**src/spbc_pkg.sv**
```systemverilog
package spbc_pkg;
	// Avalon register word offsets (byte addresses)
	localparam logic [3:0] SPBC_REG_CTRL = 4'h0;
	localparam logic [3:0] SPBC_REG_TIMING = 4'h4;
	localparam logic [3:0] SPBC_REG_STATUS = 4'h8;
	localparam logic [3:0] SPBC_REG_BAUD = 4'hC;
	// CTRL fields
	localparam int SPBC_CTRL_PORTSEL_LSB = 0;
	localparam int SPBC_CTRL_IFACE_LSB = 2;
	localparam int SPBC_CTRL_BREAK_LSB = 4;
	localparam int SPBC_CTRL_SLAVE_BIT = 6;
	localparam int SPBC_CTRL_CLRSETUP_BIT = 7;
	// TIMING fields
	localparam int SPBC_TIM_OFF_LSB = 0;
	localparam int SPBC_TIM_ON_LSB = 4;
	localparam int SPBC_TIM_BITS_LSB = 8;
	// Reset values
	localparam logic [1:0] SPBC_PORTSEL_RST = 2'h3;
	localparam logic [3:0] SPBC_OFF_RST = 4'h0;
	localparam logic [3:0] SPBC_ON_RST = 4'h0;
	localparam logic [1:0] SPBC_BREAK_RST = 2'h0;
	localparam logic [3:0] SPBC_BITS_RST = 4'hA;
	localparam logic [15:0] SPBC_BAUD_RST = 16'h0412;
	// Port selector, interface and break codes, delay limits
	localparam logic [1:0] SPBC_SEL_DATA = 2'h1;
	localparam logic [1:0] SPBC_SEL_DIAG = 2'h2;
	localparam logic [1:0] SPBC_SEL_BOTH = 2'h3;
	localparam logic [1:0] SPBC_IF_RS232 = 2'h0;
	localparam logic [1:0] SPBC_IF_DOT = 2'h3;
	localparam logic [1:0] SPBC_BRK_OFF = 2'h0;
	localparam logic [1:0] SPBC_BRK_FIXED = 2'h1;
	localparam logic [3:0] SPBC_OFF_MAX = 4'h9;
	localparam logic [3:0] SPBC_OFF_FULL = 4'h4;
	localparam logic [3:0] SPBC_ON_MAX = 4'h9;
	// Timing
	localparam int SPBC_CLK_HZ = 200_000_000;
	localparam int SPBC_MS_NUM = 1;
	localparam int SPBC_MS_CYC = SPBC_CLK_HZ / 1000 * SPBC_MS_NUM;
	localparam int SPBC_SLOW_BAUD = 1200;
	localparam int SPBC_SETUP_BAUD = 19200;
	localparam logic [15:0] SPBC_SLOW_DIV = 16'((SPBC_CLK_HZ / 4) / SPBC_SLOW_BAUD);
	localparam logic [15:0] SPBC_SETUP_DIV = 16'((SPBC_CLK_HZ / 4) / SPBC_SETUP_BAUD);
endpackage

```
**src/spbc_break_det.sv**
```systemverilog
`timescale 1ns/10ps
// Break detector: counts bit periods while rx stays at space level
module spbc_break_det import spbc_pkg::*; (
	input wire logic clk, // Clock
	input wire logic reset_n, // Sync reset, low
	input wire logic rx, // Data port receive, space is low
	input wire logic qtick, // Quarter-bit enable at active baud
	input wire logic [3:0] char_bits, // Bits per character
	output logic brk // One-cycle pulse on break
);
	logic [1:0] qcnt;
	logic [5:0] bits;
	logic fired;

	// Bits of continuous space; fires once per low spell
	always_ff @(posedge clk) begin
		if (!reset_n || rx) begin
			qcnt <= '0;
			bits <= '0;
			fired <= 1'b0;
			brk <= 1'b0;
		end else begin
			brk <= 1'b0;
			if (qtick) begin
				qcnt <= qcnt + 2'd1;
				if (qcnt == 2'd3 && bits != 6'h3F) begin
					bits <= bits + 6'd1;
				end
			end
			if (!fired && bits > {2'b00, char_bits}) begin
				fired <= 1'b1;
				brk <= 1'b1;
			end
		end
	end

	a_break_needs_low: assert property (@(posedge clk) disable iff (!reset_n)
		brk |-> $past(!rx, 1) && $past(!rx, 2)) else $error("Break without low line");
endmodule

```
**src/spbc_tick_div.sv**
```systemverilog
`timescale 1ns/10ps
// Pulse generator: one-cycle enable every div cycles, restartable
module spbc_tick_div import spbc_pkg::*; #(
	parameter int W = 20
) (
	input wire logic clk, // Clock
	input wire logic reset_n, // Sync reset, low
	input wire logic run, // Count while high
	input wire logic [W-1:0] div, // Period in cycles, 1 or more
	output logic tick // Enable pulse
);
	initial begin
		if (W < 2) $error("W too small");
	end
	logic [W-1:0] cnt;

	// Counts up and pulses on the last cycle of each period
	always_ff @(posedge clk) begin
		if (!reset_n || !run) begin
			cnt <= '0;
			tick <= 1'b0;
		end else if (cnt + W'(1) >= div) begin
			cnt <= '0;
			tick <= 1'b1;
		end else begin
			cnt <= cnt + W'(1);
			tick <= 1'b0;
		end
	end
endmodule

```
**src/spbc_top.sv**
```systemverilog
// Design decisions made here: the Avalon-MM interface to the registers and the placing of the registers.
`timescale 1ns/10ps
// Overview of operation
// - Selector routes setup: 1 data, 2 diag, 3 both
// - Hold driver release delay after last character
// - Release delay quarter-characters, 0..9, default 0
// - Setting 4 equals one full character
// - At 1200 baud or slower, 5..9 wrap
// - Enable drivers, wait lead ms before data
// - Break option: 0 off, 1 19200, 2 current
// - Break detected on receive enters setup mode
// - Lead delay on every interface except DOT master
module spbc_top import spbc_pkg::*; #(
	parameter int MS_CYCLES = SPBC_MS_CYC // Cycles per millisecond
) (
	input wire logic clk, // 200 MHz clock
	input wire logic reset_n, // Sync reset, low
	input wire logic [3:0] avs_address, // Byte address
	input wire logic avs_read, // Read strobe
	input wire logic avs_write, // Write strobe
	input wire logic [31:0] avs_writedata, // Write data
	input wire logic [3:0] avs_byteenable, // Byte enables
	output logic [31:0] avs_readdata, // Read data
	output logic avs_waitrequest, // Stall
	input wire logic tx_req, // UART has a character to send
	input wire logic tx_char_done, // Pulse: last stop bit sent
	output logic tx_go, // Lead delay done, send allowed
	output logic drv_en, // Line driver enable
	input wire logic rx_data, // Data port receive line
	input wire logic setup_req_data, // Setup request on data port
	input wire logic setup_req_diag, // Setup request on diag port
	output logic setup_grant_data, // Setup accepted on data port
	output logic setup_grant_diag, // Setup accepted on diag port
	output logic setup_mode, // Setup mode active
	output logic setup_fixed_baud // Setup runs at 19200 bps
);
	initial begin
		if (MS_CYCLES < 1 || MS_CYCLES > 1_000_000) $error("MS_CYCLES out of range");
	end

	typedef enum logic [1:0] {SPBC_IDLE, SPBC_LEAD, SPBC_SEND, SPBC_HOLD} spbc_state_e;

	logic [1:0] port_sel;
	logic [1:0] iface;
	logic [1:0] brk_opt;
	logic is_slave;
	logic [3:0] off_dly;
	logic [3:0] on_dly;
	logic [3:0] char_bits;
	logic [15:0] baud_div;
	logic acc_done;
	spbc_state_e state;
	logic [19:0] ms_cnt;
	logic [3:0] on_cnt;
	logic [7:0] qc_cnt;
	logic [7:0] hold_q;
	logic qtick;
	logic brk_pulse;
	logic [15:0] act_div;

	// Clips a delay setting to its legal top value
	function automatic logic [3:0] spbc_clip(input logic [3:0] v, input logic [3:0] mx);
		return (v > mx) ? mx : v;
	endfunction

	// Quarter-bit timing at the active baud; setup at 19200 uses a fixed divisor
	assign act_div = (setup_mode && setup_fixed_baud) ? SPBC_SETUP_DIV : baud_div;

	spbc_tick_div #(.W(16)) u_qdiv (
		.clk(clk),
		.reset_n(reset_n),
		.run(1'b1),
		.div(act_div),
		.tick(qtick)
	);

	spbc_break_det u_brk (
		.clk(clk),
		.reset_n(reset_n),
		.rx(rx_data),
		.qtick(qtick),
		.char_bits(char_bits),
		.brk(brk_pulse)
	);

	// Quarter-characters of hold; slow rates wrap 5..9 down by 4
	always_comb begin
		logic [3:0] eff;
		eff = off_dly;
		if (baud_div >= SPBC_SLOW_DIV && off_dly > SPBC_OFF_FULL) begin
			eff = off_dly - SPBC_OFF_FULL;
		end
		hold_q = 8'(eff) * 8'(char_bits);
	end

	// Avalon slave: one wait cycle, answer on the second; waitrequest rests high
	always_ff @(posedge clk) begin
		if (!reset_n) begin
			acc_done <= 1'b0;
			avs_waitrequest <= 1'b1;
		end else begin
			acc_done <= (avs_read || avs_write) && !acc_done;
			avs_waitrequest <= !((avs_read || avs_write) && !acc_done);
		end
	end

	// Configuration registers
	always_ff @(posedge clk) begin
		if (!reset_n) begin
			port_sel <= SPBC_PORTSEL_RST;
			iface <= SPBC_IF_RS232;
			brk_opt <= SPBC_BREAK_RST;
			is_slave <= 1'b0;
			off_dly <= SPBC_OFF_RST;
			on_dly <= SPBC_ON_RST;
			char_bits <= SPBC_BITS_RST;
			baud_div <= SPBC_BAUD_RST;
		end else if (avs_write && acc_done) begin
			if (avs_address == SPBC_REG_CTRL && avs_byteenable[0]) begin
				if (avs_writedata[SPBC_CTRL_PORTSEL_LSB +: 2] != 2'h0) begin
					port_sel <= avs_writedata[SPBC_CTRL_PORTSEL_LSB +: 2];
				end
				iface <= avs_writedata[SPBC_CTRL_IFACE_LSB +: 2];
				if (avs_writedata[SPBC_CTRL_BREAK_LSB +: 2] != 2'h3) begin
					brk_opt <= avs_writedata[SPBC_CTRL_BREAK_LSB +: 2];
				end
				is_slave <= avs_writedata[SPBC_CTRL_SLAVE_BIT];
			end
			if (avs_address == SPBC_REG_TIMING) begin
				if (avs_byteenable[0]) begin
					off_dly <= spbc_clip(avs_writedata[SPBC_TIM_OFF_LSB +: 4], SPBC_OFF_MAX);
					on_dly <= spbc_clip(avs_writedata[SPBC_TIM_ON_LSB +: 4], SPBC_ON_MAX);
				end
				if (avs_byteenable[1] && avs_writedata[SPBC_TIM_BITS_LSB +: 4] > 4'h1) begin
					char_bits <= avs_writedata[SPBC_TIM_BITS_LSB +: 4];
				end
			end
			if (avs_address == SPBC_REG_BAUD) begin
				if (avs_byteenable[0]) baud_div[7:0] <= avs_writedata[7:0];
				if (avs_byteenable[1] && avs_writedata[15:8] != 8'h00) begin
					baud_div[15:8] <= avs_writedata[15:8];
				end
			end
		end
	end

	// Read data, registered on the answering edge; unmapped reads zero
	always_ff @(posedge clk) begin
		if (!reset_n) begin
			avs_readdata <= '0;
		end else if (avs_read && !acc_done) begin
			unique case (avs_address)
				SPBC_REG_CTRL: avs_readdata <= {24'h0000_00, 1'b0, is_slave, brk_opt, iface,
					port_sel};
				SPBC_REG_TIMING: avs_readdata <= {20'h0000_0, char_bits, on_dly, off_dly};
				SPBC_REG_STATUS: avs_readdata <= {26'h000_0000, setup_fixed_baud, setup_mode,
					state, tx_go, drv_en};
				SPBC_REG_BAUD: avs_readdata <= {16'h0000, baud_div};
				default: avs_readdata <= '0;
			endcase
		end
	end

	// Setup access routing by selector
	always_ff @(posedge clk) begin
		if (!reset_n) begin
			setup_grant_data <= 1'b0;
			setup_grant_diag <= 1'b0;
		end else begin
			setup_grant_data <= setup_req_data && port_sel[0];
			setup_grant_diag <= setup_req_diag && port_sel[1];
		end
	end

	// Break entry into setup mode; software leaves setup via CTRL bit 7
	always_ff @(posedge clk) begin
		if (!reset_n) begin
			setup_mode <= 1'b0;
			setup_fixed_baud <= 1'b0;
		end else if (brk_pulse && brk_opt != SPBC_BRK_OFF) begin
			setup_mode <= 1'b1;
			setup_fixed_baud <= (brk_opt == SPBC_BRK_FIXED);
		end else if (avs_write && acc_done && avs_address == SPBC_REG_CTRL
			&& avs_byteenable[0] && avs_writedata[SPBC_CTRL_CLRSETUP_BIT]) begin
			setup_mode <= 1'b0;
			setup_fixed_baud <= 1'b0;
		end
	end

	// Driver sequence: lead delay, send, release hold
	always_ff @(posedge clk) begin
		if (!reset_n) begin
			state <= SPBC_IDLE;
			drv_en <= 1'b0;
			tx_go <= 1'b0;
			ms_cnt <= '0;
			on_cnt <= '0;
			qc_cnt <= '0;
		end else begin
			unique case (state)
				SPBC_IDLE: begin
					ms_cnt <= '0;
					on_cnt <= '0;
					if (tx_req) begin
						drv_en <= 1'b1;
						if (on_dly != 4'h0 && (iface != SPBC_IF_DOT || is_slave)) begin
							state <= SPBC_LEAD;
						end else begin
							state <= SPBC_SEND;
							tx_go <= 1'b1;
						end
					end
				end
				SPBC_LEAD: begin
					if (ms_cnt == 20'(MS_CYCLES - 1)) begin
						ms_cnt <= '0;
						on_cnt <= on_cnt + 4'd1;
						if (on_cnt + 4'd1 == on_dly) begin
							state <= SPBC_SEND;
							tx_go <= 1'b1;
						end
					end else begin
						ms_cnt <= ms_cnt + 20'd1;
					end
				end
				SPBC_SEND: begin
					qc_cnt <= '0;
					if (tx_char_done && !tx_req) begin
						tx_go <= 1'b0;
						if (hold_q == 8'd0) begin
							state <= SPBC_IDLE;
							drv_en <= 1'b0;
						end else begin
							state <= SPBC_HOLD;
						end
					end
				end
				SPBC_HOLD: begin
					if (tx_req) begin
						state <= SPBC_SEND;
						tx_go <= 1'b1;
					end else if (qtick) begin
						qc_cnt <= qc_cnt + 8'd1;
						if (qc_cnt + 8'd1 >= hold_q) begin
							state <= SPBC_IDLE;
							drv_en <= 1'b0;
						end
					end
				end
			endcase
		end
	end

	a_go_needs_drv: assert property (@(posedge clk) disable iff (!reset_n)
		tx_go |-> drv_en) else $error("Send allowed with driver off");
	a_hold_keeps_drv: assert property (@(posedge clk) disable iff (!reset_n)
		state == SPBC_HOLD |-> drv_en) else $error("Driver dropped during hold");
	a_zero_off_rel: assert property (@(posedge clk) disable iff (!reset_n)
		(state == SPBC_SEND && tx_char_done && !tx_req && hold_q == 8'd0)
		|=> !drv_en && state == SPBC_IDLE) else $error("Zero delay not immediate");
	a_lead_skip_master: assert property (@(posedge clk) disable iff (!reset_n)
		(state == SPBC_IDLE && tx_req && iface == SPBC_IF_DOT && !is_slave)
		|=> tx_go) else $error("Lead delay applied on master");
	a_lead_no_go: assert property (@(posedge clk) disable iff (!reset_n)
		state == SPBC_LEAD |-> !tx_go) else $error("Send during lead delay");
	a_break_enter: assert property (@(posedge clk) disable iff (!reset_n)
		(brk_pulse && brk_opt != SPBC_BRK_OFF) |=> setup_mode) else $error("Break ignored");
	a_break_off: assert property (@(posedge clk) disable iff (!reset_n)
		(brk_opt == SPBC_BRK_OFF && !setup_mode) |=> !setup_mode)
		else $error("Setup entered while disabled");
	a_diag_only: assert property (@(posedge clk) disable iff (!reset_n)
		port_sel == SPBC_SEL_DIAG |=> !setup_grant_data) else $error("Data port granted");
	a_full_char_hold: assert property (@(posedge clk) disable iff (!reset_n)
		(off_dly == SPBC_OFF_FULL) |-> hold_q == 8'(4 * char_bits))
		else $error("Setting 4 not one character");
	a_slow_wrap: assert property (@(posedge clk) disable iff (!reset_n)
		(baud_div >= SPBC_SLOW_DIV && off_dly > SPBC_OFF_FULL)
		|-> hold_q == 8'(off_dly - SPBC_OFF_FULL) * 8'(char_bits))
		else $error("Slow release delay not wrapped");

	c_lead_path: cover property (@(posedge clk) state == SPBC_LEAD ##1 state == SPBC_SEND);
	c_hold_end: cover property (@(posedge clk) state == SPBC_HOLD ##1 state == SPBC_IDLE);
	c_break_setup: cover property (@(posedge clk) $rose(setup_mode));
	c_both_grant: cover property (@(posedge clk) setup_grant_data && setup_grant_diag);
endmodule
```
**config.mk**
```make
export PLATFORM = sky130hd
export DESIGN_NAME = spbc_top
export DESIGN_NICKNAME = d
export VERILOG_FILES = /design/src/spbc_pkg.sv /design/src/spbc_break_det.sv /design/src/spbc_tick_div.sv /design/src/spbc_top.sv
export SDC_FILE = /design/constraint.sdc
export NUM_CORES = 1
export LEC_CHECK = 0
export BUFFER_PORTS_ARGS = -buffer_cell sky130_fd_sc_hd__buf_2
export CAP_MARGIN = 20
export CORE_UTILIZATION = 40
export DETAILED_ROUTE_END_ITERATION = 8
export PLACE_DENSITY_LB_ADDON = 0.15
export SLEW_MARGIN = 0
export SYNTH_ARGS = -nofsm -noshare
export SYNTH_HDL_FRONTEND = slang
export SYNTH_SLANG_ARGS = --single-unit
export TNS_END_PERCENT = 100
```
**constraint.sdc**
```tcl
create_clock -name clk -period 5.32 [get_ports clk]
set_input_delay 1.064 -clock clk [delete_from_list [all_inputs] [get_ports clk]]
set_output_delay 1.064 -clock clk [all_outputs]
set_load 0.01 [all_outputs]
```
# --- After elaboration in Yosys (flattened, before gate mapping) ---
# Cells that the tools add are included.
totals:
  ff_bits: 136
  latchBits: 0
  ram_bits: 0
  rom_bits: 0
  in_bits: 49
  out_inout_bits: 39
  elab_cells: 161
  memories: 0
op_classes:
  n_addsub: 7
  multipliers: 1
  n_div: 0
  order_cmp: 8
  n_eq_ne: 25
  shifts: 0
  muxes: 40
  n_bitwise: 1
  reduce_logical: 51
op_table:
  columns: ["op", "count"]
  rows:
  - ["16-bit one-hot mux with 4 select lines", 1]
  - ["20-bit one-hot mux with 2 select lines", 1]
  - ["2-bit != test, second input constant", 11]
  - ["3-bit AND reduction", 7]
  - ["20-bit by 1-bit adder with 20-bit output, second input constant", 1]
  - ["20-bit by 18-bit equality test with 1-bit output, second input constant", 1]
  - ["20-bit 2-to-1 mux", 1]
  - ["1-bit logical AND", 18]
  - ["2-bit 2-to-1 mux", 9]
  - ["16-bit by 1-bit adder with 16-bit output, second input constant", 1]
  - ["16-bit >= comparator", 1]
  - ["16-bit >= comparator, second input constant", 1]
  - ["1-bit 2-to-1 mux", 16]
  - ["16-bit 2-to-1 mux", 1]
  - ["4-bit 2-to-1 mux", 4]
  - ["8-bit 2-to-1 mux", 2]
  - ["8-bit one-hot mux with 2 select lines", 1]
  - ["6-bit AND reduction", 2]
  - ["2-bit nonzero test", 5]
  - ["8-bit by 1-bit adder with 8-bit output, second input constant", 1]
  - ["4-bit equality test, second input constant", 2]
  - ["8-bit >= comparator", 1]
  - ["4-bit > comparator, second input constant", 2]
  - ["8-bit zero test", 1]
  - ["other kinds (31)", 42]

# --- Longest topological paths before layout ---
depth:
  word_depth: 9
  mapped_depth: 21
  ltp_nobuf: 21

# --- Modules after synthesis ---
# A second synthesis with hierarchy kept.
hier_totals:
  hier_cells: 830
  hier_area_um2: 7066.8
modules_own_cells:
  columns: ["mod", "instances", "cells_per_inst", "area_each_um2", "seq_area_each_um2"]
  rows:
  - ["spbc_top", 1, 630, 5285.1, 1861.8]
  - ["spbc_tick_div", 1, 141, 1237.4, 340.3]
  - ["spbc_break_det", 1, 59, 544.3, 200.2]

# --- Worst setup path before layout ---
# OpenSTA, ideal clock, no wires.
synth_timing:
  path_type: "register to register"
  startpoint: "register baud_div[3]"
  endpoint: "register state[0]"
  setup_ns: 0.134
  arrival_ns: 4.503
  t_required_ns: 5.186
  setup_slack_ns: 0.683
  stages_incl_launch_ff: 21
  n_path_buf: 0
  synth_period_minus_slack_ns: 4.637
  path_cell_list: "dfxtp_1 or3_1 o311a_1 o21ai_0 a21oi_1 xnor2_1 nor2_1 fa_1 fa_1 ha_1 a211oi_1 o21bai_1 a21oi_1 xor2_1 ha_1 nand4_1 nor3b_1 a21o_1 nor3_1 o311ai_0 o31ai_1"
synth_via:
  elab_chain_len: 8
  word_cells_on_any_way: 11
  cone_classes: "1 x mul; 2 x order compare; 1 x eq/ne; 4 x mux; 3 x reduce/logical"
synth_lines:
  columns: ["item", "line", "rtl"]
  rows:
  - ["start: declaration", "spbc_top.sv:50", "logic [15:0] baud_div;"]
  - ["start signal: assignment", "spbc_top.sv:139", "if (avs_byteenable[0]) baud_div[7:0] <= avs_writedata[7:0];"]
  - ["16-bit >= comparator (*)", "spbc_top.sv:90", "if (baud_div >= SPBC_SLOW_DIV && off_dly > SPBC_OFF_FULL) begin"]
  - ["1-bit logical AND (*)", "spbc_top.sv:90", null]
  - ["4-bit 2-to-1 mux (*)", "spbc_top.sv:90", null]
  - ["4-bit by 4-bit multiplier with 8-bit output (*)", "spbc_top.sv:93", "hold_q = 8'(eff) * 8'(char_bits);"]
  - ["branches (longest 4 deep; another with 8-bit >= comparator)", null, null]
  - ["end signal: assignment", "spbc_top.sv:207", "state <= SPBC_LEAD;"]
  - ["end signal: assignment", "spbc_top.sv:231", "state <= SPBC_IDLE;"]
  - ["end signal: assignment", "spbc_top.sv:234", "state <= SPBC_HOLD;"]
  - ["end: declaration", "spbc_top.sv:52", "spbc_state_e state;"]
# Mark *: on every way between the ends. The select of a mux whose other input is x is not followed.
# A chain may end at the register's enable or synchronous reset.

# --- Final worst setup path ---
# Ends and elaborated chain as after synthesis.

==> results.txt <==
status -> completed
synthesis-to-layout area growth -> 13.8%
largest family of logic cells by synthesized area -> simple AND/OR/NAND/NOR gates
Synth top area share -> 34.6%
DR vias -> 5872
post-synthesis mux area share -> 4.31%
die height -> 134 um
Die Wd -> 134 um
startpoint class of the critical path -> flip-flop
compound-gate portion of the synthesized area -> 16.8%
Leak -> 3.15 nW
Reg2Reg Depth -> 20
DIE AREA -> 17900 um^2
max cap viols -> 0
Critical Path AT -> 5.29 ns
Synth area leader -> dfxtp_1
final slew viol count -> 0
Power per Cell Area -> 275 nW/um^2
diode count -> 0
Tmin final -> 4.97 ns
Hold Path Stages -> 1
io pins -> 88
Synth Area per Inst -> 8.50 um^2
most common cell after layout, fill and taps aside -> dfxtp_1
Adder-Cell Fraction of Synth Area -> 9.63%
number of clock sinks -> 120
final setup TNS -> 0 ns
CTS root buf -> clkbuf_16
post-synthesis async set-or-reset flop share -> 0%
EDFF count, synth -> 0
hold buffers post-CTS -> 0
fin crit share -> 93.4%
top_reg_cell synth -> dfxtp_1
clock slew at reported path FFs -> 0.05 ns
Min-Delay Path Class -> flip-flop to flip-flop
# H-tree levels -> 4
Initial Util -> 41.4%
grt total ovfl -> 0
crit-path max FO -> 4
CTS tree -> done
gr usage total -> 19.7%
unique cell type count in the Yosys netlist -> 64
clk buf depth -> 2
DRC viols -> 0
Final Hold Vio Count -> 0
Iter 0 DRT Violations -> 295
number of buffers created by CTS -> 17
mapped cell area -> 6940 um^2
largest net degree at the start of global routing -> 68
Seq/Total Area, Yosys -> 34.6%
Max Freq -> 201 MHz
most frequent cells in the layout -> dfxtp_1 (120), nand2_1 (88), nor2b_1 (57), buf_2 (53), nor2_1 (50)
Worst setup EP type -> flip-flop
Rel. slew slack -> 39.2%
RSZ-0062 raised after global routing -> false
FF+latch area -> 2400 um^2
per-cell routed wire length -> 15.5 um
RD Place Congestion -> 0.836
Multi-input gate area -> 4250 um^2
# setup viols final -> 0
Worst Max-Slew Pin Slew -> 0.904 ns
initial antenna violation count -> 0
Routed WL -> 17000 um
synth warn -> 0
Yosys reg bits -> 120
IO Port Bufs -> 53
layout cell share with drive strength beyond 1 -> 12.1%
WS Path Type -> flip-flop to flip-flop
Critical Path RT -> 5.64 ns
VDD IR-drop max -> 0.248 mV
Routed Antenna Nets -> 0
XOR/XNOR share of the synthesized area -> 4.42%
# fillers -> 1644
simple-gate area share of the yosys netlist -> 25.1%
Core Region -> 16800 um^2
Mapped Cells -> 816
Core Util, Final -> 47.1%
num rows -> 47
First-pass DRT Iterations -> 5
via/cell ratio -> 5.37
vias in the first global route -> 5721
Synth area leaders -> dfxtp_1 (35%), ha_1 (8.5%), nor2b_1 (5.1%)
HPWL after detailed placement -> 12400 um
global-route wire length before repair -> 27900 um
clk_skew -> 0.0174 ns
final net count -> 962
Clock Latency Late Sink -> 0.42 ns
worst paths after layout:
kind	start	end	slack, ns
worst min register to register	u_brk.fired	u_brk.brk	0.43
worst max register to register	baud_div[3]	state[0]	0.35
worst max-delay path	baud_div[3]	state[0]	0.35
worst min-delay path	u_brk.fired	u_brk.brk	0.43
synthesized netlist by cell type (all sizes together), types with 3 or more instances:
master  number
xnor2       23
nand3       33
mux2         7
xor2        12
nand2b       8
a21boi      21
nand2       88
o31ai        5
and2        23
o211a        4
clkbuf      24
nor3        11
a21o         5
or4          4
a21oi       35
a22oi       17
inv         25
o21a         5
nor2b       57
or3          4
o21ai       47
a211o        3
buf         23
fa           4
a211oi       4
o211ai       6
dfxtp      120
o311a        6
nor3b        8
nand4       11
and3        12
nand3b      10
nor4         6
nor2        51
ha          47
mux2i       22
a31oi        4
logic make-up (layout without fill, tap and decap cells):
family	Yosys count	after routing
AND/OR/NAND/NOR	332	332
AO/OA/AOI/OAI	176	176
flip-flops	120	120
buffers and inverters	72	115
adder cells (fa/ha/maj)	51	51
XOR/XNOR	35	35
multiplexers	29	29
other	1	16
cell type report:
cell class	instances	share of cell area [%]
flip-flops and latches	120	30.4
clock inverters	9	1.27
inverters	25	1.19
clock buffers	22	5.88
well taps	220	3.49
repair buffers	59	3.93
multi-input cells	639	53.8
stage by stage:
step	cell area, um^2	worst slack [ns]	std cells	power (mW)	hold slack (ns)
final	7900	0.350	1094	2.17	0.430
after global routing	7900	0.0313	1094	2.25	0.460
after CTS	7880	0.180	1093	2.19	0.437
after detailed placement	7320	0.224	1062	1.08	0.430
after global placement	7320	0.391	1062	1.07	0.415
after floorplan	6990	0.683	831	1.03	0.399
report_power, final:
group	leakage [nW]	total [mW]	switching [mW]	internal, mW
combinational	1.90	0.139	0.0909	0.0479
sequential	0.969	0.918	0.00957	0.909
clock	0.276	1.11	0.405	0.706
total	3.15	2.17	0.506	1.66
state kept, by name (all words and copies together) (netlist names), 4 cells and up:
register	count
baud_div	16
char_bits	4
u_qdiv.cnt	16
ms_cnt	20
avs_readdata	16
u_brk.bits	6
off_dly	4
on_cnt	4
qc_cnt	8
on_dly	4
worst max-delay path, cell delays in order, from the launching register on:
cell and delay [ns]:
dfxtp_1 0.34, or3_1 0.38, o311a_1 0.32, o21ai_1 0.14, a21oi_1 0.12, xnor2_1 0.23
nor2_1 0.08, fa_1 0.47, fa_2 0.63, ha_1 0.26, a211oi_1 0.21, o21bai_1 0.10
a21oi_1 0.17, xor2_1 0.25, ha_1 0.31, a21oi_1 0.20, o22ai_1 0.11, a21o_1 0.19
nor3_2 0.15, o311ai_1 0.11, o31ai_1 0.10
repair_timing:
action	4_1_cts	5_1_grt
endpoints found under the setup margin	0	3
setup buffers	0	1
gates resized for setup	0	4
per-layer routing:
layer / vias up / share of wire, % / track usage [%]
li1: 2945 / - / -
met1: 2781 / 46 / 23.8
met2: 123 / 49 / 34.0
met3: 23 / 3.9 / 3.84
met4: 0 / 1.6 / 8.27
met5: - / 0 / 0
No activity file was read; power rests on OpenSTA's default activity.
